[src/design/lcr_pkg.sv]
// Constants shared by the LED channel control and diagnostic register slice.
package lcr_pkg;
    localparam int DATA_W = 8;
    localparam int ADDR_W = 8;
    localparam int NUM_CH = 6;
    localparam int NUM_OFF = 5;

    // =========================================================================
    // Register offsets
    localparam logic [7:0] ADDR_SINK_OFF = 8'h14;
    localparam logic [7:0] ADDR_FADE = 8'h15;
    localparam logic [7:0] ADDR_LOW_DIM = 8'h16;
    localparam logic [7:0] ADDR_OPEN = 8'h17;
    localparam logic [7:0] ADDR_GND_SHORT = 8'h18;
    localparam logic [7:0] ADDR_LED_SHORT = 8'h19;

    // =========================================================================
    // Reset values
    localparam logic [7:0] RST_SINK_OFF = 8'h00;
    localparam logic [7:0] RST_FADE = 8'h00;
    localparam logic [5:0] RST_FLAGS = 6'h00;

    // =========================================================================
    // Field positions and masks
    localparam int SINK_OFF_LSB = 0;
    localparam int PUMP_OFF_BIT = 5;
    localparam int INTERVAL_LSB = 0;
    localparam int INTERVAL_W = 3;
    localparam int FADE_EN_BIT = 3;
    localparam int FADE_GAIN_BIT = 4;
    localparam logic [7:0] SINK_OFF_WMASK = 8'h3F;
    localparam logic [7:0] FADE_WMASK = 8'h1F;

    // =========================================================================
    // Fade decode
    localparam logic [2:0] INTERVAL_MAX = 3'h5;
    // Fade step expressed in 1/16ths of full scale: 12.5 % and 6.25 %.
    localparam logic [1:0] STEP_LARGE = 2'h2;
    localparam logic [1:0] STEP_SMALL = 2'h1;
    localparam int TICK_CNT_W = 5;
endpackage : lcr_pkg

[src/design/lcr_regs.sv]
// Channel disable, fade configuration, low-dim status and fault flag registers.
`timescale 1ns/1ps
`default_nettype none

module lcr_regs (
    input wire logic clk,
    input wire logic rstn,
    // Register port from the serial interface engine.
    input wire logic [7:0] reg_addr,
    input wire logic [7:0] reg_wdata,
    input wire logic reg_wr,
    input wire logic reg_rd,
    output logic [7:0] reg_rdata,
    // Device context.
    input wire logic global_enable,
    input wire logic dim_cycle_tick,
    input wire logic open_fault_mask,
    input wire logic ground_short_mask,
    input wire logic led_short_mask,
    // Analog detectors and low-dim indicators, asynchronous to clk.
    input wire logic [5:0] low_level_in,
    input wire logic [5:0] open_detect,
    input wire logic [5:0] ground_short_detect,
    input wire logic [5:0] led_short_detect,
    // Controls to the analog and dimming parts.
    output logic pump_off,
    output logic [5:0] sink_on,
    output logic fade_enable,
    output logic [1:0] fade_step,
    output logic fade_update,
    output logic interval_invalid,
    output logic device_shutdown,
    output logic fault_out_n
);
    // =========================================================================
    // Registers written by software
    logic [7:0] sink_off_control;
    logic [7:0] fade_config;
    logic [7:0] next_sink_off_control;
    logic [7:0] next_fade_config;

    wire sel_sink_off = reg_addr == lcr_pkg::ADDR_SINK_OFF;
    wire sel_fade = reg_addr == lcr_pkg::ADDR_FADE;
    wire sel_low_dim = reg_addr == lcr_pkg::ADDR_LOW_DIM;
    wire sel_open = reg_addr == lcr_pkg::ADDR_OPEN;
    wire sel_gnd = reg_addr == lcr_pkg::ADDR_GND_SHORT;
    wire sel_led = reg_addr == lcr_pkg::ADDR_LED_SHORT;

    // Only defined bits are stored, so bits 7 and 6 stay zero.
    assign next_sink_off_control = (reg_wr && sel_sink_off) ?
        (reg_wdata & lcr_pkg::SINK_OFF_WMASK) : sink_off_control;
    assign next_fade_config = (reg_wr && sel_fade) ?
        (reg_wdata & lcr_pkg::FADE_WMASK) : fade_config;

    always_ff @(posedge clk or negedge rstn) begin
        if (!rstn) begin
            sink_off_control <= lcr_pkg::RST_SINK_OFF;
            fade_config <= lcr_pkg::RST_FADE;
        end else begin
            sink_off_control <= next_sink_off_control;
            fade_config <= next_fade_config;
        end
    end

    // =========================================================================
    // Input synchronisers
    logic [23:0] sync_meta;
    logic [23:0] sync_out;
    wire [23:0] async_in = {led_short_detect, ground_short_detect, open_detect, low_level_in};

    always_ff @(posedge clk or negedge rstn) begin
        if (!rstn) begin
            sync_meta <= 24'h000000;
            sync_out <= 24'h000000;
        end else begin
            sync_meta <= async_in;
            sync_out <= sync_meta;
        end
    end

    wire [5:0] low_level_s = sync_out[5:0];
    wire [5:0] open_s = sync_out[11:6];
    wire [5:0] gnd_s = sync_out[17:12];
    wire [5:0] led_s = sync_out[23:18];

    // =========================================================================
    // Low-dim status register
    logic [5:0] low_dim_status;

    always_ff @(posedge clk or negedge rstn) begin
        if (!rstn) begin
            low_dim_status <= lcr_pkg::RST_FLAGS;
        end else begin
            low_dim_status <= low_level_s;
        end
    end

    // =========================================================================
    // Clear-on-read fault flags
    logic [5:0] open_string_flags;
    logic [5:0] ground_short_flags;
    logic [5:0] led_short_flags;

    wire clr_open = reg_rd && sel_open;
    wire clr_gnd = reg_rd && sel_gnd;
    wire clr_led = reg_rd && sel_led;

    lcr_fault_flags u_open (
        .clk(clk),
        .rstn(rstn),
        .detect(open_s),
        .read_clear(clr_open),
        .flags(open_string_flags)
    );

    lcr_fault_flags u_gnd (
        .clk(clk),
        .rstn(rstn),
        .detect(gnd_s),
        .read_clear(clr_gnd),
        .flags(ground_short_flags)
    );

    lcr_fault_flags u_led (
        .clk(clk),
        .rstn(rstn),
        .detect(led_s),
        .read_clear(clr_led),
        .flags(led_short_flags)
    );

    // =========================================================================
    // Read data
    // The value read is the one before the clear, so the host sees every flag it drops;
    // a flag detected again in the clearing cycle stays set and is seen on the next read.
    wire [7:0] read_mux =
        sel_sink_off ? sink_off_control :
        sel_fade ? fade_config :
        sel_low_dim ? {2'h0, low_dim_status} :
        sel_open ? {2'h0, open_string_flags} :
        sel_gnd ? {2'h0, ground_short_flags} :
        sel_led ? {2'h0, led_short_flags} : 8'h00;

    always_ff @(posedge clk or negedge rstn) begin
        if (!rstn) begin
            reg_rdata <= 8'h00;
        end else if (reg_rd) begin
            reg_rdata <= read_mux;
        end
    end

    // =========================================================================
    // Sink and pump controls
    wire pump_bit = sink_off_control[lcr_pkg::PUMP_OFF_BIT];
    wire [4:0] off_bits = sink_off_control[lcr_pkg::SINK_OFF_LSB +: lcr_pkg::NUM_OFF];
    wire pump_cleared = (reg_wr && sel_sink_off) && pump_bit &&
        !reg_wdata[lcr_pkg::PUMP_OFF_BIT];
    logic shutdown_latch;

    always_ff @(posedge clk or negedge rstn) begin
        if (!rstn) begin
            pump_off <= 1'b0;
            sink_on <= 6'h00;
            shutdown_latch <= 1'b0;
        end else begin
            pump_off <= pump_bit;
            // Channel 1 has no disable bit.
            sink_on <= {~off_bits, 1'b1} & {6{global_enable && !shutdown_latch}};
            // Dropping the pump while running is fatal until reset.
            if (pump_cleared && global_enable) begin
                shutdown_latch <= 1'b1;
            end
        end
    end

    assign device_shutdown = shutdown_latch;

    // =========================================================================
    // Fade configuration and update pacing
    wire [2:0] interval_exp = fade_config[lcr_pkg::INTERVAL_LSB +: lcr_pkg::INTERVAL_W];
    wire interval_bad = interval_exp > lcr_pkg::INTERVAL_MAX;
    wire fade_bit = fade_config[lcr_pkg::FADE_EN_BIT];
    wire gain_bit = fade_config[lcr_pkg::FADE_GAIN_BIT];
    wire [4:0] period_last = 5'((6'h01 << interval_exp) - 6'h01);
    logic [4:0] tick_cnt;
    wire period_done = tick_cnt >= period_last;

    // Unsupported interval codes hold the fade still rather than guess a rate.
    always_ff @(posedge clk or negedge rstn) begin
        if (!rstn) begin
            tick_cnt <= 5'h00;
            fade_update <= 1'b0;
            fade_enable <= 1'b0;
            fade_step <= lcr_pkg::STEP_SMALL;
            interval_invalid <= 1'b0;
        end else begin
            fade_enable <= fade_bit;
            fade_step <= gain_bit ? lcr_pkg::STEP_LARGE : lcr_pkg::STEP_SMALL;
            interval_invalid <= interval_bad;
            fade_update <= 1'b0;
            if (!fade_bit || interval_bad) begin
                tick_cnt <= 5'h00;
            end else if (dim_cycle_tick) begin
                if (period_done) begin
                    tick_cnt <= 5'h00;
                    fade_update <= 1'b1;
                end else begin
                    tick_cnt <= tick_cnt + 5'h01;
                end
            end
        end
    end

    // =========================================================================
    // Fault output
    wire any_fault = (|open_string_flags && !open_fault_mask) ||
        (|ground_short_flags && !ground_short_mask) ||
        (|led_short_flags && !led_short_mask);

    always_ff @(posedge clk or negedge rstn) begin
        if (!rstn) begin
            fault_out_n <= 1'b1;
        end else begin
            fault_out_n <= !any_fault;
        end
    end
endmodule // lcr_regs

`default_nettype wire

[src/design/lcr_fault_flags.sv]
// Six sticky fault flags that clear when software reads them.
`timescale 1ns/1ps
`default_nettype none

module lcr_fault_flags (
    input wire logic clk,
    input wire logic rstn,
    input wire logic [5:0] detect,
    input wire logic read_clear,
    output logic [5:0] flags
);
    logic [5:0] next_flags;

    // A detection in the clearing cycle is kept, so no event is lost.
    assign next_flags = (flags & ~{6{read_clear}}) | detect;

    always_ff @(posedge clk or negedge rstn) begin
        if (!rstn) begin
            flags <= lcr_pkg::RST_FLAGS;
        end else begin
            flags <= next_flags;
        end
    end
endmodule // lcr_fault_flags

`default_nettype wire

[config.mk]
export PLATFORM = sky130hd
export DESIGN_NAME = lcr_regs
export DESIGN_NICKNAME = d
export VERILOG_FILES = /design/src/design/lcr_pkg.sv /design/src/design/lcr_regs.sv /design/src/design/lcr_fault_flags.sv
export SDC_FILE = /design/constraint.sdc
export NUM_CORES = 1
export LEC_CHECK = 0
export ABC_AREA = 1
export BUFFER_PORTS_ARGS = -buffer_cell sky130_fd_sc_hd__buf_4
export CORE_MARGIN = 2
export CORE_UTILIZATION = 56
export DETAILED_ROUTE_END_ITERATION = 16
export PLACE_DENSITY = 0.87
export SETUP_SLACK_MARGIN = 0.1
export SYNTH_ARGS = -nofsm -noshare
export SYNTH_HDL_FRONTEND = slang
export SYNTH_SLANG_ARGS = --single-unit
[constraint.sdc]
create_clock -name clk -period 3.06 [get_ports clk]
set_clock_uncertainty 0.1 [all_clocks]
set_input_delay 0.612 -clock clk [delete_from_list [all_inputs] [get_ports clk]]
set_output_delay 0.612 -clock clk [all_outputs]
set_load 0.05 [all_outputs]
* Word level (Yosys, flattened, before mapping) *
Index checks and enable logic that the tools add are counted.

word-level totals
  output and inout bits = 22
  bits of input ports = 49
  bits in registers = 110

cells by class
  muxes and demuxes = 13
  bitwise operators = 11
  order comparisons = 2
  add/subtract/negate cells = 2
  equality and inequality tests = 6
  shift-type cells = 1
  reductions and logical operators = 26

operators with widths
  operator                                                             number
  8-bit by 5-bit == test with 1-bit output (second input constant)     6
  6-bit two-way mux                                                    6
  6-bit AND                                                            4
  6-bit inverter                                                       3
  6-bit bitwise OR                                                     3
  6-bit OR reduction                                                   3
  5-bit two-way mux                                                    3
  1-bit logical AND                                                    12
  1-bit zero test                                                      7
  5-bit by 1-bit adder with 5-bit output (second input constant)       1
  5-bit greater-or-equal comparator                                    1
  5-bit inverter                                                       1
  1-bit by 3-bit left shift with 5-bit output (first input constant)   1
  5-bit by 1-bit subtractor with 5-bit output (second input constant)  1
  3-bit greater-than comparator (second input constant)                1
  1-bit logical OR                                                     3
  1-bit two-way mux                                                    3
  2-bit two-way mux                                                    1
  2-bit nonzero test                                                   1

* Logic depth before layout (Yosys ltp) *
Gate-level depths: netlist of run 1.

  depth after elaboration = 7
  depth in mapped cells = 10
  gate-level depth less buffers = 10

* By module *
A second synthesis of run 1 with hierarchy kept.

second synthesis, totals
  cell total of the unflattened synthesis = 402
  area total of the unflattened synthesis = 4095.2 sq um

modules (own cells, without submodules)
  module           instances  cells each  seq. area each (sq um)  area an instance (sq um)
  lcr_regs         1          327         2254.7                  3430.8
  lcr_fault_flags  3          25          150.1                   221.5

* Worst setup path before layout of run 1 *
OpenSTA, ideal clock, no wires.

  path kind = register -> register
  start = register fade_config[1]
  end = register tick_cnt[4]
  period minus slack after synthesis = 1620 ps
  arrival = 1424 ps
  stages on the path, launching flop included = 7
  path slack = 1440 ps
  library setup time = 95 ps
  cell sequence = dfrtp_1 o21ai_0 ha_1 a21oi_1 o21a_1 nand3_1 o31ai_1

on the way
  longest elaborated chain between the ends = 6
  elaborated cells between the ends (all ways) = 9
  classes of those cells = add/sub: 1; order compare: 2; shift: 1; mux: 3; reduce/logical: 2

ends and longest elaborated chain
  item                                         line             source
  start, declared                              lcr_regs.sv:38   logic [7:0] fade_config;
  start signal, assigned                       lcr_regs.sv:58   fade_config <= lcr_pkg::RST_FADE;
  start signal, assigned                       lcr_regs.sv:61   fade_config <= next_fade_config;
  1-bit by 3-bit left shift with 5-bit output  lcr_regs.sv:184  wire [4:0] period_last = 5'((6'h01 << interval_exp) - 6'h01);
  5-bit by 1-bit subtractor with 5-bit output  lcr_regs.sv:184
  5-bit greater-or-equal comparator            lcr_regs.sv:186  wire period_done = tick_cnt >= period_last;
  5-bit two-way mux                            lcr_regs.sv:204  if (period_done) begin
  5-bit two-way mux                            lcr_regs.sv:203  end else if (dim_cycle_tick) begin
  5-bit two-way mux                            lcr_regs.sv:201  if (!fade_bit || interval_bad) begin
  end signal, assigned                         lcr_regs.sv:208  tick_cnt <= tick_cnt + 5'h01;
  end, declared                                lcr_regs.sv:185  logic [4:0] tick_cnt;

Several ways; a longest one is shown, not always the timed one. The select of a mux whose other input is x is not followed.
A chain may end at the register's enable or synchronous reset.

* Final worst setup path of run 1 *
  start = register fade_config[1]
  end = register tick_cnt[0]

Same word-level chain as after synthesis.

==> results.sh, run 1 <==
export IMPL_fp_dieW_um=89.2
export IMPL_hold_class="in2async"
export IMPL_r2r_start="fade_config[1]$_DFFE_PN0P_"
export IMPL_crit_required_ns=3.23
export IMPL_grt_pass1_vias=2537
export IMPL_p_leak_nw=2.58
export IMPL_area_delta_synth_final_pct=19.5
export IMPL_holdBufCountCts=0
export IMPL_status="completed"
export IMPL_route_detailed_wl_per_inst_um=13.4
export IMPL_layout_common_cells="dfrtp_1, buf_4, inv_1, nand2_1"
export IMPL_dp_cells=517
export IMPL_multiInputGateArea_sq_um=1130
export IMPL_end_kind="flop"
export IMPL_finalCriticalPeriod_ns=2.00
export IMPL_rsz0062_at_grt="false"
export IMPL_grt_overflow=0
export IMPL_worstSkewPairLatency_ns=0.37
export IMPL_syn_inst=356
export IMPL_htreeDepth=3
export IMPL_antenna_found_initial=0
export IMPL_grt_pass1_wl_um=11700
export IMPL_fmax_mhz=500
export IMPL_start_util_pct=57.0
export IMPL_regArea_sq_um=2710
export IMPL_maxSlewViolCount=0
export IMPL_cts_tree="done"
export IMPL_fin_tns_setup_ns=0
export IMPL_avgSynthCellArea_sq_um=11.4
export IMPL_fillers=555
export IMPL_core_area_sq_um=7140
export IMPL_fin_crit_sh_pct=65.3
export IMPL_yosysUniqueCellTypes=38
export IMPL_drv_cap=0
export IMPL_nNetsFinal=484
export IMPL_ctsLongestPathBuffers=2
export IMPL_stdcell_count=533
export IMPL_ir_worst_vdd_mv=0.310
export IMPL_io_pins=71
export IMPL_grt_max_degree=68
export IMPL_cp_start_kind="flop"
export IMPL_slew_headroom_pct=65.4
export IMPL_setup_viol=0
export IMPL_numPortBuffers=66
export IMPL_antenna_cells=0
export IMPL_first_pass_iters=4
export IMPL_r2r_end="tick_cnt[0]$_DFFE_PN0P_"
export IMPL_worst_r2r_path_depth=6
export IMPL_dieArea_sq_um=7960
export IMPL_crit_fanout=7
export IMPL_drive_gt1_share_pct=26.0
export IMPL_dp_hpwl_um=5160
export IMPL_final_hold_viol_count=0
export IMPL_cts_sinks=108
export IMPL_yosys_register_bits=108
export IMPL_place_area_sq_um=4660
export IMPL_synth_seq_area_share_pct=66.5
export IMPL_rows=31
export IMPL_layout_commonest_cell="dfrtp_1"
export IMPL_cts_root_buf="clkbuf_8"
export IMPL_die_h_um=89.2
export IMPL_drtIter0Drc=184
export IMPL_ys_warn_count=0
export IMPL_cts_resized=0
export IMPL_synth_area_sq_um=4070
export IMPL_gp_congestion=0.876
export IMPL_drtAntennaViolNets=0
export IMPL_cp_arrival_ns=2.17
export IMPL_ff2ff_setup_slack_ns=1.06
export IMPL_vias=2643
export IMPL_drc=0
export IMPL_via_per_inst=4.96
export IMPL_clkTransAtPathRegs_ns=0.11
export IMPL_wl_um=7140
export IMPL_final_area_sq_um=4860
export IMPL_cts_buffers=9
export IMPL_tightest_slew_ns=0.519
export IMPL_worstSetupPathType="reg2reg"
export IMPL_globalRouteTotalUtil_pct=19.8
export IMPL_powerDensity_nw_per_um2=519
export IMPL_post_cts_setup_buffer_count=0
-- registers in the layout (all words and copies together) (netlist names) --
register          count
sync_out             24
pump_off              1
sync_meta            24
u_open.flags          6
device_shutdown       1
interval_invalid      1
fade_enable           1
fade_config           5
low_dim_status        6
u_gnd.flags           6
sink_off_control      6
sink_on               6
tick_cnt              5
reg_rdata             6
fade_update           1
u_led.flags           6
fault_out_n           1
fade_step             2
-- cells in the mapped netlist (all sizes together) --
cell / n / area (sq um)
dfstp: 2 / 52.6
nand2: 51 / 219
ha: 6 / 75.1
nand4: 7 / 58.8
dfrtp: 106 / 2650
nor3: 3 / 31.3
o21a: 1 / 7.51
xor2: 2 / 17.5
a31oi: 1 / 6.26
xnor2: 1 / 8.76
o211ai: 1 / 7.51
o22ai: 1 / 6.26
a21oi: 7 / 38.8
and3: 1 / 6.26
inv: 51 / 191
buf: 6 / 50.0
o21ai: 23 / 134
nor2: 34 / 188
nand3b: 1 / 7.51
conb: 1 / 3.75
nor4: 1 / 6.26
nand3: 27 / 135
o31ai: 4 / 30.0
o21bai: 18 / 135
-- critical path: stages, from the launching register on --
cell     delay [ns]
dfrtp_1        0.47
o21ai_0        0.23
ha_1           0.30
a21oi_1        0.18
o21a_1         0.16
nand3_1        0.19
o31ai_1        0.27
-- cell families (layout without fill, tap and decap cells) --
group	Yosys count	count (layout)	synth area share [%]
adders and majority gates	6	6	1.84
and+or+nand+nor	125	125	16.0
buffers and inverters	57	134	5.93
xor gates and xnor gates	3	3	0.646
other	1	2	0.0922
DFF	108	108	66.5
AOI/OAI and AO/OA	56	56	8.98
-- stage by stage --
| step | utilization (%) | setup WS [ns] | power (W) | hold WS, ns |
|---|---|---|---|---|
| finish | 68.1 | 1.06 | 0.00252 | 0.0974 |
| global route | 68.1 | 0.803 | 0.00263 | 0.119 |
| CTS | 68.1 | 1.05 | 0.00255 | 0.0974 |
| detailed placement | 65.3 | 0.969 | 0.00172 | 0.235 |
| global placement | 65.3 | 1.00 | 0.00171 | 0.232 |
| floorplan | - | 1.44 | 0.00161 | 0.216 |
-- layout make-up --
class	instances	share of cell area, %
multi-input cells	192	23.2
clock inverters	7	1.60
repair buffers	67	10.6
well taps	99	2.55
clock buffers	9	2.55
inverters	51	3.94
flip-flops and latches	108	55.6
-- worst max path at each step --
stage / start / end / slack [ns] / cells after the start
5_1_grt: fade_config[1]$_DFFE_PN0P_ / tick_cnt[3]$_DFFE_PN0P_ / 0.80 / 6
3_3_place_gp: reg_addr[5] / device_shutdown$_DFFE_PN0P_ / 1.00 / 10
3_5_place_dp: reg_addr[5] / u_open.flags[0]$_DFF_PN0_ / 0.97 / 7
4_1_cts: fade_config[1]$_DFFE_PN0P_ / tick_cnt[0]$_DFFE_PN0P_ / 1.05 / 6
2_1_floorplan: fade_config[1]$_DFFE_PN0P_ / tick_cnt[4]$_DFFE_PN0P_ / 1.44 / 6
6_report: fade_config[1]$_DFFE_PN0P_ / tick_cnt[0]$_DFFE_PN0P_ / 1.06 / 6
-- per-layer routing --
metal	vias to the layer above	routed length (um)	GRT usage (%)	share of wire (%)
met5	-	0	0	0
met4	0	209	10.0	2.9
met3	17	327	3.69	4.6
met2	75	3520	31.6	49
met1	1264	3080	26.1	43
li1	1287	-	-	-
-- power by group --
part	switching, W	internal [W]	total [W]
combinational	0.000120	0.0000739	0.000194
clock	0.000513	0.000322	0.000835
sequential	0.0000199	0.00148	0.00150
Power figures use the tool's default switching activity.
==> run 2: changes to the inputs <==
--- a/config.mk
+++ b/config.mk
@@ -8,9 +8,9 @@
 export ABC_AREA = 1
 export BUFFER_PORTS_ARGS = -buffer_cell sky130_fd_sc_hd__buf_4
 export CORE_MARGIN = 2
-export CORE_UTILIZATION = 56
+export CORE_UTILIZATION = 55
 export DETAILED_ROUTE_END_ITERATION = 16
-export PLACE_DENSITY = 0.87
+export PLACE_DENSITY = 0.86
 export SETUP_SLACK_MARGIN = 0.1
 export SYNTH_ARGS = -nofsm -noshare
 export SYNTH_HDL_FRONTEND = slang
==> constraint.sdc (replaced) <==
create_clock -name clk -period 2 [get_ports clk]
set_clock_uncertainty 0.1 [all_clocks]
set_input_delay 0.4 -clock clk [delete_from_list [all_inputs] [get_ports clk]]
set_output_delay 0.4 -clock clk [all_outputs]
set_load 0.05 [all_outputs]
==> results.sh, run 2 (same netlist as run 1, synthesis figures left out) <==
export IMPL_status="completed"
export IMPL_worstSetupPathType="reg2reg"
export IMPL_rows=31
export IMPL_clkTransAtPathRegs_ns=0.10
export IMPL_dp_hpwl_um=5340
export IMPL_antenna_found_initial=0
export IMPL_htreeDepth=3
export IMPL_rsz0062_at_grt="false"
export IMPL_antenna_cells=0
export IMPL_path_common_cell="nand2_1"
export IMPL_gp_congestion=0.890
export IMPL_drv_cap=0
export IMPL_finalCriticalPeriod_ns=1.80
export IMPL_fp_dieW_um=90.0
export IMPL_numPortBuffers=66
export IMPL_grt_pass1_vias=2687
export IMPL_route_detailed_wl_per_inst_um=13.6
export IMPL_p_leak_nw=2.61
export IMPL_die_h_um=90.0
export IMPL_crit_slowest_cell="dfrtp_2"
export IMPL_via_per_inst=4.98
export IMPL_cts_tree="done"
export IMPL_dieArea_sq_um=8100
export IMPL_area_delta_synth_final_pct=20.5
export IMPL_grt_overflow=0
export IMPL_fmax_mhz=555
export IMPL_fin_hold_ws_ns=0.0230
export IMPL_first_pass_iters=4
export IMPL_cts_buffers=9
export IMPL_cp_arrival_ns=1.99
export IMPL_end_kind="flop"
export IMPL_core_area_sq_um=7210
export IMPL_maxSlewViolCount=0
export IMPL_ff2ff_setup_slack_ns=0.20
export IMPL_worstSkewPairLatency_ns=0.37
export IMPL_vias=2684
export IMPL_nNetsFinal=491
export IMPL_drive_gt1_share_pct=28.0
export IMPL_cp_start_kind="flop"
export IMPL_slowest_delay_ns=0.45
export IMPL_cts_root_buf="clkbuf_8"
export IMPL_start_util_pct=56.4
export IMPL_path_buf_inv=2
export IMPL_largestRegisters="sync_meta: 24 flops, sync_out: 24 flops"
export IMPL_powerDensity_nw_per_um2=771
export IMPL_crit_fanout=5
export IMPL_cts_sinks=108
export IMPL_hold_class="in2reg"
export IMPL_final_hold_viol_count=0
export IMPL_drtIter0Drc=232
export IMPL_ir_worst_vdd_mv=0.568
export IMPL_drc=0
export IMPL_grt_pass1_wl_um=12500
export IMPL_fin_tns_setup_ns=0
export IMPL_drtAntennaViolNets=0
export IMPL_layout_commonest_cell="dfrtp_1"
export IMPL_cpLargestDelayFamily="simple AND/OR/NAND/NOR gates"
export IMPL_layout_common_cells="dfrtp_1, buf_4, inv_1, nand2_1, nor2_1"
export IMPL_ctsLongestPathBuffers=2
export IMPL_crit_required_ns=2.19
export IMPL_path_cells="buf_4 > nor2_1 > nand2_1 > ha_1 > nand2_1 > inv_1 > nand4_1 > nand3_2 > o31ai_1"
export IMPL_grt_max_degree=39
export IMPL_globalRouteTotalUtil_pct=19.6
export IMPL_wl_um=7320
export IMPL_io_pins=71
export IMPL_setup_viol=0
export IMPL_fin_crit_sh_pct=90.1
-- run 2: path summary, 6_finish.rpt --
path | depth (start not counted) | to | from
max reg2reg | 9 | tick_cnt[3]$_DFFE_PN0P_ | fade_config[1]$_DFFE_PN0P_
min | 1 | sync_meta[14]$_DFF_PN0_ | ground_short_detect[2]
min reg2reg | 0 | sync_out[8]$_DFF_PN0_ | sync_meta[8]$_DFF_PN0_
max in group asynchronous | 3 | fade_step[0]$_DFF_PN1_ | rstn
min in group asynchronous | 2 | tick_cnt[1]$_DFFE_PN0P_ | rstn
max | 9 | tick_cnt[3]$_DFFE_PN0P_ | fade_config[1]$_DFFE_PN0P_
-- run 2: cell type report --
type	count	area, sq um
sequential	108	2710
fill	537	2310
multi-input combinational	192	1140
timing repair buffer	74	571
inverter	51	191
clock buffer	9	124
tap	99	124
clock inverter	6	47.5
-- run 2: per-stage QoR --
step	total power [W]	util, %	worst slack, ns	std cells	cell area (sq um)
2_1_floorplan	0.00247	-	0.380	357	4070
3_3_place_gp	0.00262	64.9	0.231	520	4680
3_5_place_dp	0.00263	64.9	0.159	520	4680
4_1_cts	0.00380	67.4	0.122	536	4870
5_1_grt	0.00393	68.0	0.0938	539	4900
6_report	0.00378	68.0	0.199	539	4900
-- run 2: worst reg2reg max path, cell delays in order (launching register included) --
cell     delay (ns)
dfrtp_2        0.45
buf_4          0.15
nor2_1         0.09
nand2_1        0.06
ha_1           0.27
nand2_1        0.06
inv_1          0.05
nand4_1        0.10
nand3_2        0.15
o31ai_1        0.22
-- run 2: per-layer routing --
| layer | global-route usage, % | vias to the layer above | wire (um) |
|---|---|---|---|
| met4 | 8.97 | 0 | 161 |
| met5 | 0 | - | 0 |
| li1 | - | 1299 | - |
| met3 | 4.11 | 17 | 410 |
| met2 | 31.7 | 87 | 3690 |
| met1 | 25.6 | 1281 | 3060 |
-- run 2: where the power goes --
group          leakage, nW  internal, W  total (W)  switching (W)
Clock               0.0918     0.000461    0.00118       0.000721
Sequential            1.26      0.00226    0.00229      0.0000300
Combinational         1.26     0.000122   0.000311       0.000190
Total                 2.61      0.00284    0.00378       0.000940
-- run 2: timing repair --
action	in CTS	in global routing
hold buffers	1	0
buffers inserted	0	3
setup endpoints to repair	0	5
resized for setup	0	6
hold endpoints to repair	31	0
